**config.mk**
```make
export PLATFORM = sky130hd
export DESIGN_NAME = roc_cond
export DESIGN_NICKNAME = d
export VERILOG_FILES = /design/src/logic/roc_pkg.sv /design/src/logic/roc_cond.sv /design/src/logic/roc_delay.sv
export SDC_FILE = /design/constraint.sdc
export NUM_CORES = 1
export LEC_CHECK = 0
export BUFFER_PORTS_ARGS = -buffer_cell sky130_fd_sc_hd__clkbuf_2
export CORE_UTILIZATION = 55
export CTS_CLUSTER_DIAMETER = 100
export DETAILED_ROUTE_END_ITERATION = 10
export HOLD_SLACK_MARGIN = 0.12
export PLACE_DENSITY = 0.8
export SLEW_MARGIN = 20
export SYNTH_ARGS = -nofsm -noshare
export SYNTH_HDL_FRONTEND = slang
export SYNTH_HIERARCHICAL = 1
export SYNTH_SLANG_ARGS = --single-unit
export TNS_END_PERCENT = 20
```
**constraint.sdc**
```tcl
create_clock -name core_clk -period 7.05 [get_ports core_clk]
set_input_delay 1.0575 -clock core_clk [delete_from_list [all_inputs] [get_ports core_clk]]
set_output_delay 1.0575 -clock core_clk [all_outputs]
set_load 0.05 [all_outputs]
```
**src/logic/roc_pkg.sv**
```systemverilog
package roc_pkg;
  localparam int ROC_CLK_HZ = 100_000_000;
  localparam int ROC_MS_PER_S = 1000;
  localparam int ROC_US_PER_MS = 1000;
  // timing figures as printed
  localparam int ROC_TICK_MS = 1;
  localparam int ROC_WDOG_MS = 500;
  localparam int ROC_XCHG_US = 6500;
  localparam int ROC_TICK_CYC = ROC_CLK_HZ / ROC_MS_PER_S * ROC_TICK_MS;
  localparam int ROC_WDOG_CYC = ROC_CLK_HZ / ROC_MS_PER_S * ROC_WDOG_MS;
  localparam int ROC_XCHG_CYC = ROC_CLK_HZ / (ROC_MS_PER_S * ROC_US_PER_MS) * ROC_XCHG_US;

  localparam int ROC_NCH = 2;
  localparam int ROC_AW = 8;
  localparam int ROC_DW = 32;
  localparam int ROC_DLYW = 16;

  // register byte offsets
  localparam logic [7:0] ROC_REG_CTRL = 8'h00;
  localparam logic [7:0] ROC_REG_CH0_CFG = 8'h04;
  localparam logic [7:0] ROC_REG_CH1_CFG = 8'h08;
  localparam logic [7:0] ROC_REG_ON0 = 8'h0c;
  localparam logic [7:0] ROC_REG_OFF0 = 8'h10;
  localparam logic [7:0] ROC_REG_ON1 = 8'h14;
  localparam logic [7:0] ROC_REG_OFF1 = 8'h18;
  localparam logic [7:0] ROC_REG_STATUS = 8'h1c;
  localparam logic [7:0] ROC_REG_IRQ_STAT = 8'h20;
  localparam logic [7:0] ROC_REG_IRQ_MASK = 8'h24;

  // ctrl fields
  localparam int ROC_CTRL_ACTIVE = 0;
  localparam logic [0:0] ROC_CTRL_RST = 1'h0;
  // channel config fields
  localparam int ROC_CFG_SIM = 0;
  localparam int ROC_CFG_STRAT = 1;
  localparam int ROC_CFG_INV = 3;
  localparam int ROC_CFG_SUBST = 4;
  localparam int ROC_CFG_SIMVAL = 5;
  localparam int ROC_CFG_SIMBAD = 6;
  localparam int ROC_CFG_W = 7;
  localparam logic [6:0] ROC_CFG_RST = 7'h00;
  localparam logic [15:0] ROC_DLY_RST = 16'h0000;
  // irq status fields
  localparam int ROC_IRQ_WDOG = 0;
  localparam int ROC_IRQ_ERR0 = 1;
  localparam int ROC_IRQ_W = 3;
  localparam logic [2:0] ROC_IRQ_RST = 3'h0;
  // status fields: [1:0] outputs, [3:2] error, [4] watchdog expired, [6:5] invalid
  localparam int ROC_ST_OUT = 0;
  localparam int ROC_ST_ERR = 2;
  localparam int ROC_ST_WDOG = 4;
  localparam int ROC_ST_BAD = 5;

  typedef enum logic [1:0] {
    ROC_STRAT_CURRENT = 2'h0,
    ROC_STRAT_SUBST = 2'h1,
    ROC_STRAT_LAST = 2'h2
  } roc_strat_t;
endpackage

```
**src/logic/roc_cond.sv**
```systemverilog
`timescale 1ns/1ns
// What this block does
// - In normal mode each channel output follows the live bus bit of that channel.
// - In simulation mode the bus bit is ignored and the configured simulation value is used instead.
// - On watchdog expiry or an invalid-data status the configured error strategy governs the output.
// - Line faults never start the substitute strategy; there is no line fault input at all.
// - The current-value strategy keeps passing the live or simulated bit unchanged during an error.
// - The substitute strategy drives the configured substitute bit while the error lasts.
// - The last-valid strategy holds the final value that was valid before the error began.
// - With inversion enabled the channel bit is complemented.
// - A 0-to-1 change is delayed by the ON delay in ms, removing shorter high pulses.
// - A 1-to-0 change is delayed by the OFF delay in ms, stretching short high pulses.
// - The substitute bit is one bit and is always reported with invalid status.
// - The simulation bit carries an OK or invalid status, and invalid forces the substitute strategy.
// - Every channel is active exactly when the module-wide active bit is set.
// - If exchanges with the com unit stop, the safe state is entered after 0.5 s.
// - Output status is exchanged with the com unit every 6.5 ms regardless of other timing.
module roc_cond
  import roc_pkg::*;
#(
  parameter int NCH = ROC_NCH,
  parameter int TICK_CYC = ROC_TICK_CYC,
  parameter int WDOG_CYC = ROC_WDOG_CYC,
  parameter int XCHG_CYC = ROC_XCHG_CYC
) (
  input wire logic core_clk,
  input wire logic resetn,
  input wire logic [ROC_AW-1:0] reg_addr,
  input wire logic [ROC_DW-1:0] reg_wdata,
  input wire logic reg_wr,
  input wire logic reg_rd,
  output logic [ROC_DW-1:0] reg_rdata,
  input wire logic bus_update,
  input wire logic [NCH-1:0] bus_bit,
  input wire logic [NCH-1:0] bus_invalid,
  output logic [NCH-1:0] relay_out,
  output logic [NCH-1:0] out_invalid,
  output logic [NCH-1:0] xchg_status,
  output logic xchg_strobe,
  output logic irq
);
  localparam int TW = $clog2(TICK_CYC + 1);
  localparam int WW = $clog2(WDOG_CYC + 1);
  localparam int XW = $clog2(XCHG_CYC + 1);

  function automatic logic hit(input logic [ROC_AW-1:0] a, input logic [7:0] off);
    hit = a == off[ROC_AW-1:0];
  endfunction

  logic active;
  logic [ROC_CFG_W-1:0] cfg [NCH];
  logic [ROC_DLYW-1:0] on_ms [NCH];
  logic [ROC_DLYW-1:0] off_ms [NCH];
  logic [ROC_IRQ_W-1:0] irq_stat;
  logic [ROC_IRQ_W-1:0] irq_mask;
  logic [NCH-1:0] last_valid;
  logic [NCH-1:0] err_q;
  logic wdog_q;
  logic [TW-1:0] tick_cnt;
  logic ms_tick;
  logic [WW-1:0] wdog_cnt;
  logic [XW-1:0] xchg_cnt;
  logic [NCH-1:0] filt;

  wire wr_ctrl = reg_wr && hit(reg_addr, ROC_REG_CTRL);
  wire wr_cfg0 = reg_wr && hit(reg_addr, ROC_REG_CH0_CFG);
  wire wr_cfg1 = reg_wr && hit(reg_addr, ROC_REG_CH1_CFG);
  wire wr_on0 = reg_wr && hit(reg_addr, ROC_REG_ON0);
  wire wr_off0 = reg_wr && hit(reg_addr, ROC_REG_OFF0);
  wire wr_on1 = reg_wr && hit(reg_addr, ROC_REG_ON1);
  wire wr_off1 = reg_wr && hit(reg_addr, ROC_REG_OFF1);
  wire wr_istat = reg_wr && hit(reg_addr, ROC_REG_IRQ_STAT);
  wire wr_imask = reg_wr && hit(reg_addr, ROC_REG_IRQ_MASK);

  // watchdog runs while no exchange arrives; expiry is sticky until the next exchange
  wire wdog_exp = wdog_cnt == WW'(WDOG_CYC);
  wire [WW-1:0] next_wdog_cnt = bus_update ? '0 : (wdog_exp ? wdog_cnt : wdog_cnt + 1'b1);
  wire tick_end = tick_cnt == TW'(TICK_CYC - 1);
  wire xchg_end = xchg_cnt == XW'(XCHG_CYC - 1);

  logic [NCH-1:0] src_bit;
  logic [NCH-1:0] src_bad;
  logic [NCH-1:0] ch_err;
  logic [NCH-1:0] use_subst;
  logic [NCH-1:0] chosen;
  logic [NCH-1:0] shaped;
  logic [NCH-1:0] next_relay;
  logic [NCH-1:0] next_bad;

  for (genvar c = 0; c < NCH; c++) begin : g_ch
    wire sim = cfg[c][ROC_CFG_SIM];
    wire [1:0] strat = cfg[c][ROC_CFG_STRAT +: 2];
    assign src_bit[c] = sim ? cfg[c][ROC_CFG_SIMVAL] : bus_bit[c];
    assign src_bad[c] = sim ? cfg[c][ROC_CFG_SIMBAD] : bus_invalid[c];
    assign ch_err[c] = wdog_exp || src_bad[c];
    // invalid simulation status selects the substitute regardless of strategy
    assign use_subst[c] = ch_err[c] && (strat == ROC_STRAT_SUBST || (sim && cfg[c][ROC_CFG_SIMBAD]));
    assign chosen[c] = use_subst[c] ? cfg[c][ROC_CFG_SUBST]
      : (ch_err[c] && strat == ROC_STRAT_LAST) ? last_valid[c]
      : src_bit[c];
    assign shaped[c] = chosen[c] ^ cfg[c][ROC_CFG_INV];
    assign next_relay[c] = active && filt[c];
    // substitute output always reports invalid; current-value codes 0 and 3 pass on an
    // invalid source status, while the last-valid strategy reports its held bit as valid
    assign next_bad[c] = !active || use_subst[c] || (src_bad[c] && strat != ROC_STRAT_LAST);

    roc_delay #(
      .DLYW(ROC_DLYW)
    ) u_delay (
      .core_clk(core_clk),
      .resetn(resetn),
      .ms_tick(ms_tick),
      .din(shaped[c]),
      .on_ms(on_ms[c]),
      .off_ms(off_ms[c]),
      .dout(filt[c])
    );
  end

  wire [ROC_IRQ_W-1:0] irq_evt = {ch_err & ~err_q, wdog_exp & ~wdog_q};
  wire [ROC_IRQ_W-1:0] next_irq_stat = (irq_stat & ~(wr_istat ? reg_wdata[ROC_IRQ_W-1:0] : '0)) | irq_evt;

  wire [ROC_DW-1:0] status_word = ROC_DW'({out_invalid, wdog_exp, ch_err, relay_out});
  wire [ROC_DW-1:0] rd_mux =
    hit(reg_addr, ROC_REG_CTRL) ? ROC_DW'(active) :
    hit(reg_addr, ROC_REG_CH0_CFG) ? ROC_DW'(cfg[0]) :
    hit(reg_addr, ROC_REG_CH1_CFG) ? ROC_DW'(cfg[1]) :
    hit(reg_addr, ROC_REG_ON0) ? ROC_DW'(on_ms[0]) :
    hit(reg_addr, ROC_REG_OFF0) ? ROC_DW'(off_ms[0]) :
    hit(reg_addr, ROC_REG_ON1) ? ROC_DW'(on_ms[1]) :
    hit(reg_addr, ROC_REG_OFF1) ? ROC_DW'(off_ms[1]) :
    hit(reg_addr, ROC_REG_STATUS) ? status_word :
    hit(reg_addr, ROC_REG_IRQ_STAT) ? ROC_DW'(irq_stat) :
    hit(reg_addr, ROC_REG_IRQ_MASK) ? ROC_DW'(irq_mask) : '0;

  // module-wide active bit; channels follow it and have no enable of their own
  always_ff @(posedge core_clk or negedge resetn) begin
    if (!resetn) begin
      active <= ROC_CTRL_RST;
    end else if (wr_ctrl) begin
      active <= reg_wdata[ROC_CTRL_ACTIVE];
    end
  end

  // per-channel settings, one independent copy for each channel
  for (genvar c = 0; c < NCH; c++) begin : g_regs
    wire wr_cfg = c == 0 ? wr_cfg0 : wr_cfg1;
    wire wr_on = c == 0 ? wr_on0 : wr_on1;
    wire wr_off = c == 0 ? wr_off0 : wr_off1;

    always_ff @(posedge core_clk or negedge resetn) begin
      if (!resetn) begin
        cfg[c] <= ROC_CFG_RST;
      end else if (wr_cfg) begin
        cfg[c] <= reg_wdata[ROC_CFG_W-1:0];
      end
    end

    always_ff @(posedge core_clk or negedge resetn) begin
      if (!resetn) begin
        on_ms[c] <= ROC_DLY_RST;
      end else if (wr_on) begin
        on_ms[c] <= reg_wdata[ROC_DLYW-1:0];
      end
    end

    always_ff @(posedge core_clk or negedge resetn) begin
      if (!resetn) begin
        off_ms[c] <= ROC_DLY_RST;
      end else if (wr_off) begin
        off_ms[c] <= reg_wdata[ROC_DLYW-1:0];
      end
    end
  end

  // interrupt enables, same layout as the status bits
  always_ff @(posedge core_clk or negedge resetn) begin
    if (!resetn) begin
      irq_mask <= ROC_IRQ_RST;
    end else if (wr_imask) begin
      irq_mask <= reg_wdata[ROC_IRQ_W-1:0];
    end
  end

  // free-running divider from the module clock down to a 1 ms tick
  always_ff @(posedge core_clk or negedge resetn) begin
    if (!resetn) begin
      tick_cnt <= '0;
    end else begin
      tick_cnt <= tick_end ? '0 : tick_cnt + 1'b1;
    end
  end

  always_ff @(posedge core_clk or negedge resetn) begin
    if (!resetn) begin
      ms_tick <= 1'b0;
    end else begin
      ms_tick <= tick_end;
    end
  end

  // watchdog counter, cleared by every exchange from the com unit
  always_ff @(posedge core_clk or negedge resetn) begin
    if (!resetn) begin
      wdog_cnt <= '0;
    end else begin
      wdog_cnt <= next_wdog_cnt;
    end
  end

  // exchange period counter and its one-cycle strobe
  always_ff @(posedge core_clk or negedge resetn) begin
    if (!resetn) begin
      xchg_cnt <= '0;
    end else begin
      xchg_cnt <= xchg_end ? '0 : xchg_cnt + 1'b1;
    end
  end

  always_ff @(posedge core_clk or negedge resetn) begin
    if (!resetn) begin
      xchg_strobe <= 1'b0;
    end else begin
      xchg_strobe <= xchg_end;
    end
  end

  // snapshot of the outputs handed to the com unit on each strobe
  always_ff @(posedge core_clk or negedge resetn) begin
    if (!resetn) begin
      xchg_status <= '0;
    end else if (xchg_end) begin
      xchg_status <= relay_out;
    end
  end

  // last valid source bit, frozen while the channel is in error
  always_ff @(posedge core_clk or negedge resetn) begin
    if (!resetn) begin
      last_valid <= '0;
    end else begin
      last_valid <= (last_valid & ch_err) | (src_bit & ~ch_err);
    end
  end

  // previous error levels, used to find the onset of each error
  always_ff @(posedge core_clk or negedge resetn) begin
    if (!resetn) begin
      err_q <= '0;
    end else begin
      err_q <= ch_err;
    end
  end

  always_ff @(posedge core_clk or negedge resetn) begin
    if (!resetn) begin
      wdog_q <= 1'b0;
    end else begin
      wdog_q <= wdog_exp;
    end
  end

  // output stage: relay drive and invalid status
  always_ff @(posedge core_clk or negedge resetn) begin
    if (!resetn) begin
      relay_out <= '0;
    end else begin
      relay_out <= next_relay;
    end
  end

  always_ff @(posedge core_clk or negedge resetn) begin
    if (!resetn) begin
      out_invalid <= '0;
    end else begin
      out_invalid <= next_bad;
    end
  end

  // sticky interrupt status; an event in the cycle of a clear keeps its bit set
  always_ff @(posedge core_clk or negedge resetn) begin
    if (!resetn) begin
      irq_stat <= ROC_IRQ_RST;
    end else begin
      irq_stat <= next_irq_stat;
    end
  end

  always_ff @(posedge core_clk or negedge resetn) begin
    if (!resetn) begin
      irq <= 1'b0;
    end else begin
      irq <= |(next_irq_stat & irq_mask);
    end
  end

  // read data stands for the one cycle after the strobe and is zero otherwise
  always_ff @(posedge core_clk or negedge resetn) begin
    if (!resetn) begin
      reg_rdata <= '0;
    end else begin
      reg_rdata <= reg_rd ? rd_mux : '0;
    end
  end
endmodule

```
**src/logic/roc_delay.sv**
```systemverilog
`timescale 1ns/1ns
module roc_delay
  import roc_pkg::*;
#(
  parameter int DLYW = ROC_DLYW
) (
  input wire logic core_clk,
  input wire logic resetn,
  input wire logic ms_tick,
  input wire logic din,
  input wire logic [DLYW-1:0] on_ms,
  input wire logic [DLYW-1:0] off_ms,
  output logic dout
);
  logic [DLYW-1:0] cnt;
  wire pending = din != dout;
  wire [DLYW-1:0] limit = din ? on_ms : off_ms; // rising uses on delay falling off delay
  wire done = cnt >= limit;
  wire [DLYW-1:0] next_cnt = !pending || done ? '0 : (ms_tick ? cnt + 1'b1 : cnt);

  always_ff @(posedge core_clk or negedge resetn) begin
    if (!resetn) begin
      cnt <= '0;
      dout <= 1'b0;
    end else begin
      cnt <= next_cnt;
      if (pending && done) begin
        dout <= din; // a pulse shorter than the delay never gets here
      end
    end
  end
endmodule

```
After elaboration in Yosys (flattened, before gate mapping). Index checks and enable logic that the tools add are counted.

Output and inout bits: 40. Bits in latches: 0. RAM bits: 0. Register bits: 228. ROM bits: 0. Memories: 0.

Equal/unequal tests: 21. Divide/modulo/power cells: 0. Shift-type cells: 0. Muxes and demuxes: 30. $mul: 0. Bitwise logic cells: 14. Reduce and logical (&&, ||, !) cells: 38. Magnitude comparators: 2. $add $sub $neg: 5.

Operator list (count): 16-bit two-way mux (14); 26-bit two-way mux (2); 16-bit by 1-bit adder with 16-bit output (second input constant) (2); 8-bit by 5-bit equality test with 1-bit output (second input constant) (4); 16-bit greater-or-equal comparator (2); 26-bit by 1-bit adder with 26-bit output (second input constant) (1); 26-bit equality test (second input constant) (1); 1-bit logical AND (21); 20-bit by 1-bit adder with 20-bit output (second input constant) (1); 20-bit equality test (second input constant) (1); 20-bit two-way mux (1); 17-bit by 1-bit adder with 17-bit output (second input constant) (1); 17-bit equality test (second input constant) (1); 17-bit two-way mux (1); 8-bit by 4-bit equality test with 1-bit output (second input constant) (2); 8-bit by 6-bit equality test with 1-bit output (second input constant) (2); 1-bit logical OR (10); 3-bit two-way mux (3); 8-bit by 3-bit equality test with 1-bit output (second input constant) (1); 8-bit logical NOT (1); 1-bit two-way mux (8); 7-bit two-way mux (1); 2-bit AND (3); 3-bit AND (2); 14 further kinds (24).

Depth between registers and ports, before layout. Gate-level depths: netlist (run 1).

Depth in word-level cells: 12. Gate-level depth with buffers: 18. Mapped depth without buffers: 14.

By module. Netlist (run 1), hierarchy kept.

Modules (own cells, without submodules): roc_cond (instances 1, sequential area each 4454.3 sq um, cells an instance 785, area each 8518.2 sq um); roc_delay (g_ch[1].u_delay) (instances 1, sequential area each 425.4 sq um, cells an instance 136, area each 1448.9 sq um); roc_delay (g_ch[0].u_delay) (instances 1, sequential area each 425.4 sq um, cells an instance 137, area each 1337.5 sq um).

Worst setup path before layout (run 1). OpenSTA, ideal clock, no wires.

Kind: input to register. Start: input port bus_invalid[0]. End: register g_ch[0].u_delay.dout. Slack: 2.773 ns. Stages: 14. Arrival time: 4.152 ns. Required time: 6.925 ns. Library setup time: 0.125 ns. Cell sequence: mux2_2 -> nand2_1 -> a2111oi_0 -> a311oi_1 -> nand4b_1 -> clkbuf_1 -> buf_2 -> mux2i_1 -> ha_1 -> a21o_1 -> a21o_1 -> a2111oi_4 -> nand3_1 -> mux2_2.

Cells in the longest elaborated chain, start to end: 9. Elaborated cells on any way between the ends: 11. Those cells by class: order compare (1); eq/ne (1); mux (4); bitwise (1); reduce/logical (4).

Ends and longest elaborated chain: start: declaration (line roc_cond.sv:35) `input wire logic [NCH-1:0] bus_invalid,`; 1-bit two-way mux * (line roc_cond.sv:94) `assign src_bad[c] = sim ? cfg[c][ROC_CFG_SIMBAD] : bus_invalid[c];`; 1-bit logical OR * (line roc_cond.sv:95) `assign ch_err[c] = wdog_exp || src_bad[c];`; 1-bit logical AND (line roc_cond.sv:99) `: (ch_err[c] && strat == ROC_STRAT_LAST) ? last_valid[c]`; 1-bit two-way mux (line roc_cond.sv:99); 1-bit two-way mux * (line roc_cond.sv:98) `assign chosen[c] = use_subst[c] ? cfg[c][ROC_CFG_SUBST]`; 1-bit bitwise XOR * (line roc_cond.sv:101) `assign shaped[c] = chosen[c] ^ cfg[c][ROC_CFG_INV];`; net shaped[0] (line roc_cond.sv:86) `logic [NCH-1:0] shaped;`; 16-bit two-way mux (line roc_delay.sv:17) `wire [DLYW-1:0] limit = din ? on_ms : off_ms;`; 16-bit greater-or-equal comparator (line roc_delay.sv:18) `wire done = cnt >= limit;`; 1-bit logical AND (line roc_delay.sv:27) `if (pending && done) begin`; end signal: assignment (line roc_delay.sv:28) `dout <= din;`; end: declaration (line roc_delay.sv:13) `output logic dout`.

The timed path passes the listed nets; every way through them passes the cells marked *. A chain may end at the register's enable or synchronous reset.

Worst setup path in the final report (run 1).
Start: register wdog_cnt[0]. End: register g_ch[1].u_delay.cnt[8].

Cells in the longest elaborated chain, start to end: 10. Elaborated cells on any way between the ends: 14. Those cells by class: order compare (1); eq/ne (2); mux (4); bitwise (1); reduce/logical (6).

Ends and longest elaborated chain: start: declaration (line roc_cond.sv:61) `logic [WW-1:0] wdog_cnt;`; start signal: assignment (line roc_cond.sv:207) `wdog_cnt <= next_wdog_cnt;`; 26-bit equality test * (line roc_cond.sv:76) `wire wdog_exp = wdog_cnt == WW'(WDOG_CYC);`; 1-bit logical OR * (line roc_cond.sv:95); 1-bit logical AND (line roc_cond.sv:99); 1-bit two-way mux (line roc_cond.sv:99); 1-bit two-way mux * (line roc_cond.sv:98); 1-bit bitwise XOR * (line roc_cond.sv:101); net shaped[1] (line roc_cond.sv:86); 16-bit two-way mux or 1-bit != test (tied branches) (line roc_delay.sv:17, roc_delay.sv:16); 16-bit greater-or-equal comparator or 1-bit logical NOT (tied branches) (line roc_delay.sv:18, roc_delay.sv:19); 1-bit logical OR * (line roc_delay.sv:19) `wire [DLYW-1:0] next_cnt = !pending || done ? '0 : (ms_tick ? cnt + 1'b1 : cnt);`; 16-bit two-way mux or 2-bit nonzero test (tied branches); end signal: assignment (line roc_delay.sv:26) `cnt <= next_cnt;`; end: declaration (line roc_delay.sv:15) `logic [DLYW-1:0] cnt;`.

Marked as above.

==> impl_results.md, run 1 <==
* Pwr dens at 227 nW/um2
* Data required time of the worst path at 7.48 ns
* Setup TNS at 0 ns
* Post-synth top cells: dfrtp_1, nor2_1, mux2_2, nand2_1
* Router iterations before antenna repair at 5
* Top FF cell, synth: dfrtp_1
* Drt wl/cell at approximately 18 um
* Die boundary height at 145 um
* Postcts setup bufs at 0
* Routed via count at 8409
* Die area at around 21000 um2
* Number of DRC markers in iteration 0 at between 500 and 600
* Least-Margin Pin Slew at 1.06 ns
* DRC at 0
* Max Transition Viols Final at 0
* Post-Syn Area per Cell at 10.7 um2
* RSZ-0062 raised after global routing: false
* CTS Sinks at 212
* Library cells used by synthesis at 79
* Outcome: completed
* Initial Util at 0.560
* Clk_lat worst skew at 0.53 ns
* Final Instance Area at 12600 um2
* Hold buffer count at CTS at 0
* Final Net Count at 1202
* Post-detail-place hpwl at 17.8 mm
* Most frequent cell after synthesis: dfrtp_1
* GPL Wtd Cong at 0.976
* Worst EP arrival at 5.51 ns
* Met3 Use GR at 0.0373
* Final period util at 0.722
* First-pass GRT wire length at 43.0 mm
* Num CTS Buffers at 24
* # setup viols final at 0
* CTS H-tree depth at 1
* Rel. slew slack at 0.293
* Asr flop ratio synth at 1.00
* Met2 GRT Util at 0.412
* Vias in the first global route at about 8400
* Met1 Usage GRT at 0.340
* Fraction of layout cells with a size suffix above 1 at 0.195
* CTS clk-pin slew, worst paths at 0.06 ns
* Min Tclk post-route at 5.09 ns
* Worst min path class: flop to flop
* Buffer depth of the longest clock path at 3
* Die Wd at roughly 150 um
* Core ar. at 20200 um2
* Fin. Hold Viols at 0
* Final Core Density at 0.624
* Power consumption at approximately 2.9 mW
* Ant. Diodes at 0
* Critical path class: flop to flop
* Resize count post-CTS at 0
* Syn. warnings at 6
* Hold depth at 1
* Worst Reg2Reg Path Length in Cells at 15
* Yosys top cell by area: dfrtp_1
* Mapped cell area at 11300 um2
* Seq/Total Area, Yosys at 0.469
* Root Buffer: clkbuf_16
* Antenna violations before repair at 0
* Final WL at between 20 and 30 mm
* Seq cells post-synth at roughly 210
* Vias per inst at approximately 6
* Number of I/O port buffers at 56
* CP Launch Type: flop
* CP max FO at 16
* Synth-to-Final Area Change at 11.4%
* Gr ovfl total at 0
* Crit end category: flop
* Total of max-cap violations at 0
* Peak VDD IR at between 100 and 150 uV
* CTS tree: yes
* Post-route ant nets at 0
* Max Fclk at 0.197 GHz
* Largest net degree at the start of global routing at 85
* GR peak layer: met2
* EDFF count, synth at 0
* GRT Overall Usage at 0.251
* Cells after Synth at about 1100
* Synth top area cells: dfrtp_1, mux2_2, ha_1
* Site row count at 52
* Cell Area, Placed at 11800 um2
* IO Pins at 89
* Synth top area share at 0.469
* Pleak at 5.70 nW
* Final Skew at 0.0243 ns
[placed cells by master, fill, tap and decap left out, types with 4 or more instances in the layout]
master / synthesis / final
o21ai_0: 34 / 34
and3_1: 12 / 12
buf_4: 16 / 5
xor2_1: 52 / 52
mux2_2: 82 / 82
a31oi_1: 5 / 5
inv_1: 22 / 22
ha_1: 38 / 38
clkbuf_2: 0 / 55
mux2i_1: 38 / 38
nor2b_1: 7 / 7
or2_2: 4 / 4
clkbuf_16: 0 / 25
nor4b_1: 4 / 4
nand2b_1: 7 / 7
dfrtp_1: 212 / 212
a22oi_1: 21 / 21
nor2_4: 11 / 11
nor4_1: 11 / 10
or3_1: 8 / 8
nand3_1: 52 / 52
or4_1: 6 / 6
nand4_1: 33 / 33
nor3_1: 26 / 26
a21oi_1: 40 / 40
nor2_1: 95 / 95
and2_1: 6 / 6
nand2_1: 73 / 73
and4_1: 5 / 5
xnor2_1: 30 / 30
conb_1: 1 / 16
[power by group]
part | switching (mW) | internal (mW)
Clock | 0.512 | 0.779
Sequential | 0.0333 | 1.25
Combinational | 0.195 | 0.0894
Total | 0.740 | 2.12
[kinds of logic after synthesis]
group,Yosys count,synth area share
flops,212,0.469
simple gates,387,0.188
xor+xnor,82,0.0635
other cells,1,0.000332
compound gates,147,0.0884
fa+ha+maj,38,0.0421
mux,121,0.116
buf+inv,70,0.0322
[per-layer routing]
layer  vias to the layer above  wire [um]  part of all wire
met5                         -          0                 0
met4                         0        731             0.028
met3                        75       1380             0.054
met2                       293      12400              0.48
met1                      4142      11100              0.43
li1                       3899          -                 -
[state kept, by name (all words and copies together) (netlist names), 2 cells and up, named ones only]
register           cells
wdog_cnt              26
tick_cnt              17
xchg_cnt              20
irq_mask               3
off_ms                32
cfg                   14
xchg_status            2
reg_rdata             16
relay_out              2
g_ch.u_delay/dout      2
out_invalid            2
irq_stat               3
err_q                  2
on_ms                 32
g_ch.u_delay/cnt      32
[layout make-up]
class / count / area (um2)
repair buffers: 63 / 349
well taps: 270 / 338
multi-input cells: 791 / 5700
fillers: 1585 / 7580
flip-flops and latches: 212 / 5310
clock inverters: 11 / 153
clock buffers: 30 / 664
inverters: 23 / 86.3
[per-stage QoR]
stage / setup WS (ns) / std cells / hold WS, ns
6_report: 1.96 / 1400 / 0.451
5_1_grt: 1.66 / 1400 / 0.465
4_1_cts: 2.00 / 1400 / 0.453
3_5_place_dp: 2.04 / 1359 / 0.444
3_3_place_gp: 2.19 / 1359 / 0.444
2_1_floorplan: 2.77 / 1073 / 0.421
[worst paths after layout]
| check | slack [ns] | from | to |
|---|---|---|---|
| min in group asynchronous | 0.46 | resetn | xchg_cnt[4] |
| max in group asynchronous | 5.49 | resetn | tick_cnt[14] |
| hold / removal | 0.45 | wdog_q | irq_stat[0] |
| setup / recovery | 1.96 | wdog_cnt[0] | g_ch[1].u_delay/cnt[8] |
| hold reg to reg | 0.45 | wdog_q | irq_stat[0] |
| setup reg to reg | 1.96 | wdog_cnt[0] | g_ch[1].u_delay/cnt[8] |
[critical path, cell delays in order, from the launching register on]
cell	delay (ns)
dfrtp_1	0.43
inv_1	0.10
ha_1	0.14
nor4b_1	0.34
nand4_1	0.26
nor2_1	0.64
o211a_1	0.26
nand4_1	0.64
buf_4	0.47
mux2i_1	0.20
ha_1	0.28
a21oi_1	0.15
o21ai_0	0.11
o21bai_1	0.28
nand4_4	0.45
nor2_1	0.24
(Power assumes the default switching activity.)
==> inputs of run 2 (changes only) <==
--- a/config.mk
+++ b/config.mk
@@ -5,6 +5,7 @@
 export SDC_FILE = /design/constraint.sdc
 export NUM_CORES = 1
 export LEC_CHECK = 0
+export ABC_AREA = 1
 export BUFFER_PORTS_ARGS = -buffer_cell sky130_fd_sc_hd__clkbuf_2
 export CORE_UTILIZATION = 55
 export CTS_CLUSTER_DIAMETER = 100
==> constraint.sdc (replaced) <==
create_clock -name core_clk -period 4.9 [get_ports core_clk]
set_input_delay 0.735 -clock core_clk [delete_from_list [all_inputs] [get_ports core_clk]]
set_output_delay 0.735 -clock core_clk [all_outputs]
set_load 0.05 [all_outputs]
==> run 2 against run 1 <==
- maximum frequency is 20% higher
- sequential share of layout area down 1.2 points
- combinational power is 35% higher
- via count grew 13%
- sequential power grew 45%
- area after synthesis is 3.0% higher
- cell area is 3.0% higher
- clock skew is 0.014 ns lower
- clock power rose by 57%
==> impl_results.md, run 2 <==
* Outcome: completed
* CTS tree: yes
* RSZ-0062 raised after global routing: false
* Fin. Hold Viols at 0 (unchanged)
* CP Launch Type: flop
* Crit end category: flop
* CTS clk-pin slew, worst paths at 0.06 ns (about the same)
* Number of I/O port buffers at 56 (unchanged)
* Power consumption at 4.26 mW (+49%)
* Synth top area share at 0.456 (-0.0137)
* Resize count post-CTS at 0 (unchanged)
* Num CTS Buffers at 24 (unchanged)
* Core ar. at 20500 um2 (+1.6%)
* Min Tclk post-route at 4.25 ns (-0.833 ns)
* XOR/XNOR share of the synthesized area at 0.0308 (-0.0327)
* Vias in the first global route at 9104 (+8.8%)
* Worst min path class: input pin to async pin
* Die area at 21800 um2 (+3.0%)
* Worst EP arrival at 4.68 ns (-0.83 ns)
* Buffer depth of the longest clock path at 3 (unchanged)
* Max Fclk at 0.235 GHz (+20%)
* Critical path class: flop to flop
* Setup TNS at 0 ns (unchanged)
* Clk_lat worst skew at 0.52 ns (about the same)
* Data required time of the worst path at 5.33 ns (-2.15 ns)
* Final WL at 26.3 mm (+2.3%)
* Gr ovfl total at 0 (unchanged)
* Worst Reg2Reg Path Length in Cells at 22 (+7)
* CP max FO at 16 (unchanged)
* Post-route ant nets at 0 (unchanged)
* Asr flop ratio synth at 1.00 (unchanged)
* Post-route setup slack at 0.646 ns (-1.32 ns)
* Peak VDD IR at 288 uV (+130%)
* Compound-cell area share of the yosys netlist at 0.106 (+0.0180)
* Rel. slew slack at 0.288 (-0.00479)
* Seq cells post-synth at 212 (unchanged)
* GPL Wtd Cong at 0.899 (-7.9%)
* Pre-CTS setup slack at 0.815 ns (-1.22 ns)
* Seq/Total Area, Yosys at 0.456 (-0.0137)
* Die Wd at 148 um (+1.5%)
* Final Skew at 0.0106 ns (-0.0137 ns)
* Post-detail-place hpwl at 18.1 mm (+2.0%)
* Router iterations before antenna repair at 5 (unchanged)
* Main combinational cell family by area after synthesis: simple AND/OR/NAND/NOR gates
* Least-Margin Pin Slew at 1.07 ns (+0.00851 ns)
* Final period util at 0.868 (+0.147)
* Drt wl/cell at 15.2 um (-17%)
* Top FF cell, synth: dfrtp_1
* Vias per inst at 5.47 (-8.9%)
* Die boundary height at 148 um (+1.5%)
* Post-Synth Simple-Gate Area at 0.261 (+0.0733)
* Total of max-cap violations at 0 (unchanged)
* Ant. Diodes at 0 (unchanged)
* Most frequent cells in the layout: nand2_1, dfrtp_1, inv_1
* DRC at 0 (unchanged)
* Pleak at 6.16 nW (+8.0%)
* Yosys top cell by area: dfrtp_1
* Post-synthesis adder-cell area fraction at 0.0408 (-0.00123)
* # setup viols final at 0 (unchanged)
* WHS at 0.335 ns (-0.116 ns)
* Pwr dens at 328 nW/um2 (+45%)
* Cells after Synth at 1388 (+31%)
* Site row count at 52 (unchanged)
* Mapped cell area at 11600 um2 (+3.0%)
* IO Pins at 89 (unchanged)
* Fraction of layout cells with a size suffix above 1 at 0.146 (-0.0487)
* Max Transition Viols Final at 0 (unchanged)
* Initial Util at 0.568 (+0.00771)
* Hold buffer count at CTS at 0 (unchanged)
* Library cells used by synthesis at 50 (-37%)
* Syn. warnings at 6 (unchanged)
* Routed via count at 9463 (+13%)
* Commonest non-fill, non-tap cell in the layout: nand2_1
* GRT Overall Usage at 0.248 (-0.00238)
* CTS H-tree depth at 1 (unchanged)
* Largest net degree at the start of global routing at 122 (+44%)
* Antenna violations before repair at 0 (unchanged)
* Multiplexer share of the synthesized area at 0.0294 (-0.0869)
* Root Buffer: clkbuf_16
* Number of DRC markers in iteration 0 at 743 (+27%)
* EDFF count, synth at 0 (unchanged)
* Final Net Count at 1528 (+27%)
* Synth-to-Final Area Change at 11.4% (about the same)
* CTS Sinks at 212 (unchanged)
* First-pass GRT wire length at 44.0 mm (+2.5%)
* Post-Syn Area per Cell at 8.39 um2 (-21%)
* Post-synth top cells: nand2_1, dfrtp_1, inv_1, nor2_1, o21ai_1
* Final Core Density at 0.633 (+0.00846)
* Top flop regs: g_ch.u_delay/cnt x32, off_ms x32, on_ms x32
* Synth top area cells: dfrtp_1, nand2_1, inv_1
* Most frequent cell after synthesis: nand2_1
* Postcts setup bufs at 0 (unchanged)
==> run 2: cell types whose count changed in the layout (fill, tap and decap cells not counted), moves of 23 or more <==
cell     change
a21oi_1     +24
inv_1      +112
mux2_2      -80
nand2_1    +235
o21ai_0     +25
o21ai_1     +80
xnor2_1     -23
==> run 2: final cells by class <==
cell class                      count  area [um2]
Fill cell                        1700        7520
Clock buffer                       28         657
Inverter                          153         576
Multi-Input combinational cell    990        5520
Timing Repair Buffer               60         332
Clock inverter                     16         245
Tap cell                          270         338
Sequential cell                   212        5310
==> run 2: logic make-up (layout without fill, tap and decap cells) <==
group	count (synthesis)	after routing
AO/OA/AOI/OAI	235	235
XOR/XNOR	41	41
adder cells (fa/ha/maj)	38	38
buffers and inverters	201	257
flip-flops	212	212
multiplexers	34	34
other	1	16
AND/OR/NAND/NOR	626	626
==> run 2: final timing paths <==
kind | end | start | slack (ns)
hold / removal | wdog_cnt[8] | resetn | 0.33
min in group core_clk | irq_stat[2] | err_q[1] | 0.44
max in group asynchronous | g_ch[0].u_delay/cnt[11] | resetn | 3.53
setup / recovery | g_ch[1].u_delay/cnt[14] | wdog_cnt[0] | 0.65
hold reg to reg | irq_stat[2] | err_q[1] | 0.44
setup reg to reg | g_ch[1].u_delay/cnt[14] | wdog_cnt[0] | 0.65
==> run 2: per-stage QoR <==
stage	area, um2	instances
6_report	13000	1729
5_1_grt	13000	1729
4_1_cts	13000	1729
3_5_place_dp	12100	1685
3_3_place_gp	12100	1685
2_1_floorplan	11700	1403
==> run 2: metal layers <==
metal | vias up | wire [um] | track usage
li1 | 4627 | - | -
met1 | 4482 | 11600 | 0.339
met2 | 308 | 12600 | 0.413
met3 | 46 | 1500 | 0.0327
met4 | 0 | 538 | 0.0732
met5 | - | 0 | 0
==> run 2: power by group <==
part | leakage (nW) | switching, mW | internal (mW)
clock | 0.437 | 0.744 | 1.28
combinational | 2.84 | 0.275 | 0.108
sequential | 2.88 | 0.0520 | 1.80
total | 6.16 | 1.07 | 3.19
==> run 2: worst max-delay path, stage by stage, from the launching register on <==
cell	delay (ns)
dfrtp_1	0.42
inv_1	0.11
ha_1	0.18
nand2_1	0.06
nor2_1	0.11
nand2_2	0.07
nor2_4	0.12
nand2_4	0.11
nand2_4	0.13
nand3_1	0.07
nand2_1	0.09
nand3_2	0.08
o21ai_1	0.10
nand2_1	0.08
nand2_1	0.69
buf_4	0.25
mux2i_1	0.21
ha_1	0.28
nand2_1	0.07
o21ai_0	0.11
a21oi_2	0.22
nand3_2	0.37
nor2_1	0.22
==> inputs of run 3 (changes only) <==
--- a/config.mk
+++ b/config.mk
@@ -12,6 +12,7 @@
 export DETAILED_ROUTE_END_ITERATION = 10
 export HOLD_SLACK_MARGIN = 0.12
 export PLACE_DENSITY = 0.8
+export REMOVE_ABC_BUFFERS = 1
 export SLEW_MARGIN = 20
 export SYNTH_ARGS = -nofsm -noshare
 export SYNTH_HDL_FRONTEND = slang
==> run 3 against run 2 <==
- clock skew rose by 0.0034 ns
- combinational power barely moved
- register-to-register slack improved by 0.14 ns
- first-iteration DRC count fell by 4.7%
- count of clock-buffer cells in the layout rose by 12
- critical path depth rose by 3
- highest routed layer unchanged
- critical endpoint is now g_ch[0].u_delay/cnt[13]
- via count rose by 1.3%
- total power fell by 4.1%
- clock power fell by 8%
- flip-flop and latch count did not move
==> impl_results.md, run 3 (synthesized netlist as in run 2, its figures left out) <==
* RSZ-0062 raised after global routing: false
* Root Buffer: clkbuf_16
* GRT Overall Usage at 0.249 (+0.000540)
* Synth-to-Final Area Change at 10.9%
* Num CTS Buffers at 25 (+4.2%)
* Routed via count at 9585 (+1.3%)
* Number of DRC markers in iteration 0 at 708 (-4.7%)
* Launch point of the worst reg-to-reg path: wdog_cnt[0]
* Max Fclk at 0.243 GHz (+3.5%)
* Capturing point of the worst reg2reg path: g_ch[0].u_delay/cnt[13]
* Slowest library cell on the worst path: nand2_1
* Pleak at 6.14 nW (-0.31%)
* Peak VDD IR at 214 uV (-26%)
* Fin. Hold Viols at 0 (unchanged)
* Top flop regs: g_ch.u_delay/cnt x32, off_ms x32, on_ms x32
* Final Instance Area at 12900 um2 (-0.47%)
* Critical path class: flop to flop
* CTS H-tree depth at 1 (unchanged)
* CP bufs+invs at 1 (-1)
* # setup viols final at 0 (unchanged)
* Least-Margin Pin Slew at 1.05 ns (-0.0153 ns)
* CTS Sinks at 212 (unchanged)
* Ant. Diodes at 0 (unchanged)
* Largest net degree at the start of global routing at 109 (-11%)
* Data required time of the worst path at 5.33 ns (about the same)
* Buffer depth of the longest clock path at 3 (unchanged)
* Layout filler cell count at 1694 (-0.35%)
* Post-detail-place hpwl at 18.5 mm (+2.1%)
* Final WL at 26.4 mm (+0.40%)
* Router iterations before antenna repair at 5 (unchanged)
* Commonest non-fill, non-tap cell in the layout: nand2_1
* First-pass GRT wire length at 44.2 mm (+0.41%)
* Final Net Count at 1530 (+0.13%)
* Die Wd at 148 um (unchanged)
* Hold buffer count at CTS at 0 (unchanged)
* Post-route setup slack at 0.789 ns (+0.143 ns)
* IO Pins at 89 (unchanged)
* Final Core Density at 0.630 (-0.00299)
* Crit-path max cell delay at 0.67 ns (-0.02 ns)
* Die area at 21800 um2 (unchanged)
* Final period util at 0.839 (-0.0291)
* Top delay family on crit path: simple AND/OR/NAND/NOR gates
* CTS clk-pin slew, worst paths at 0.06 ns (about the same)
* Worst EP arrival at 4.54 ns (-0.14 ns)
* Post-route ant nets at 0 (unchanged)
* Fraction of layout cells with a size suffix above 1 at 0.145 (-0.00147)
* Power consumption at 4.08 mW (-4.1%)
* CTS tree: yes
* Most frequent CP cell: nand2_1
* Total of max-cap violations at 0 (unchanged)
* Rel. slew slack at 0.298 (+0.0102)
* WHS at 0.295 ns (-0.0400 ns)
* Vias in the first global route at 9143 (+0.43%)
* Outcome: completed
* Number of I/O port buffers at 56 (unchanged)
* Postcts setup bufs at 0 (unchanged)
* Final Skew at 0.0140 ns (+0.00342 ns)
* Vias per inst at 5.54 (+1.2%)
* Min Tclk post-route at 4.11 ns (-0.143 ns)
* Core ar. at 20500 um2 (unchanged)
* Die boundary height at 148 um (unchanged)
* GPL Wtd Cong at 0.887 (-1.3%)
* Cell Area, Placed at 12100 um2 (about the same)
* Non-Filler Instances at 1730 (+0.058%)
* Site row count at 52 (unchanged)
* Dpl cells at 1686 (+0.059%)
* Pwr dens at 316 nW/um2 (-3.7%)
* Antenna violations before repair at 0 (unchanged)
* Gr ovfl total at 0 (unchanged)
* Drt wl/cell at 15.2 um (+0.34%)
* Crit end category: flop
* Most frequent cells in the layout: nand2_1, dfrtp_1, inv_1
* CP Launch Type: flop
* Worst min path class: input pin to async pin
* Initial Util at 0.568 (unchanged)
* Clk_lat worst skew at 0.52 ns (about the same)
* Resize count post-CTS at 0 (unchanged)
* Setup TNS at 0 ns (unchanged)
* Pre-CTS setup slack at 0.824 ns (+0.00809 ns)
* R2r setup slk at 0.79 ns (+0.14 ns)
* Max Transition Viols Final at 0 (unchanged)
* DRC at 0 (unchanged)
* Worst Reg2Reg Path Length in Cells at 25 (+14%)
* CP max FO at 16 (unchanged)
==> run 3: changes by cell type in the layout (fill, tap and decap cells not counted) <==
cell        change
clkinv_4        -1
nand2_1         -1
clkinv_2        -3
nand2_2         +1
clkinvlp_4      -3
clkbuf_1        +4
buf_4           +1
clkbuf_8        +8
bufinv_16       -5
==> run 3: worst register-to-register path, cell delays in order, from the launching register on <==
cell and delay, ns:
dfrtp_1 0.41, inv_1 0.11, ha_1 0.18, nand2_1 0.06, nor2_1 0.11, nand2_2 0.07
nor2_4 0.12, nand2_4 0.11, nand2_4 0.13, nand3_1 0.09, nand2_1 0.08, nand3_1 0.09
o21ai_1 0.09, nand2_1 0.06, nand2_1 0.67, mux2_2 0.43, ha_1 0.27, nand2_1 0.06
nor2_1 0.04, nor2_1 0.08, nand2_1 0.06, nand2_1 0.06, nand2_1 0.05, nand2_1 0.10
nand3_2 0.32, nor2_1 0.20
==> run 3: routing by layer <==
metal | GRT usage | wire, um | vias up
li1 | - | - | 4638
met1 | 0.328 | 11300 | 4624
met2 | 0.436 | 13100 | 274
met3 | 0.0299 | 1400 | 49
met4 | 0.0634 | 575 | 0
met5 | 0 | 0 | -
==> run 3: layout make-up <==
cell class / count / area, um2 / area share
flip-flops and latches: 212 / 5310 / 0.411
inverters: 153 / 576 / 0.0446
repair buffers: 61 / 339 / 0.0263
multi-input cells: 990 / 5520 / 0.428
clock inverters: 4 / 48.8 / 0.00378
well taps: 270 / 338 / 0.0262
clock buffers: 40 / 782 / 0.0606
==> run 3: worst max path at each step <==
stage,startpoint,to,slack (ns),cells past startpoint
2_1_floorplan,wdog_cnt[0],g_ch[1].u_delay/cnt[11],1.38,25
3_3_place_gp,wdog_cnt[0],g_ch[0].u_delay/cnt[15],0.89,25
3_5_place_dp,wdog_cnt[0],g_ch[0].u_delay/cnt[13],0.82,25
4_1_cts,wdog_cnt[0],g_ch[0].u_delay/cnt[13],0.78,25
5_1_grt,wdog_cnt[0],g_ch[0].u_delay/cnt[6],0.40,25
6_report,wdog_cnt[0],g_ch[0].u_delay/cnt[13],0.79,25
==> run 3: power breakdown <==
group          internal, mW  switching [mW]
clock                  1.14           0.713
combinational         0.109           0.273
sequential             1.80          0.0491
total                  3.05            1.04
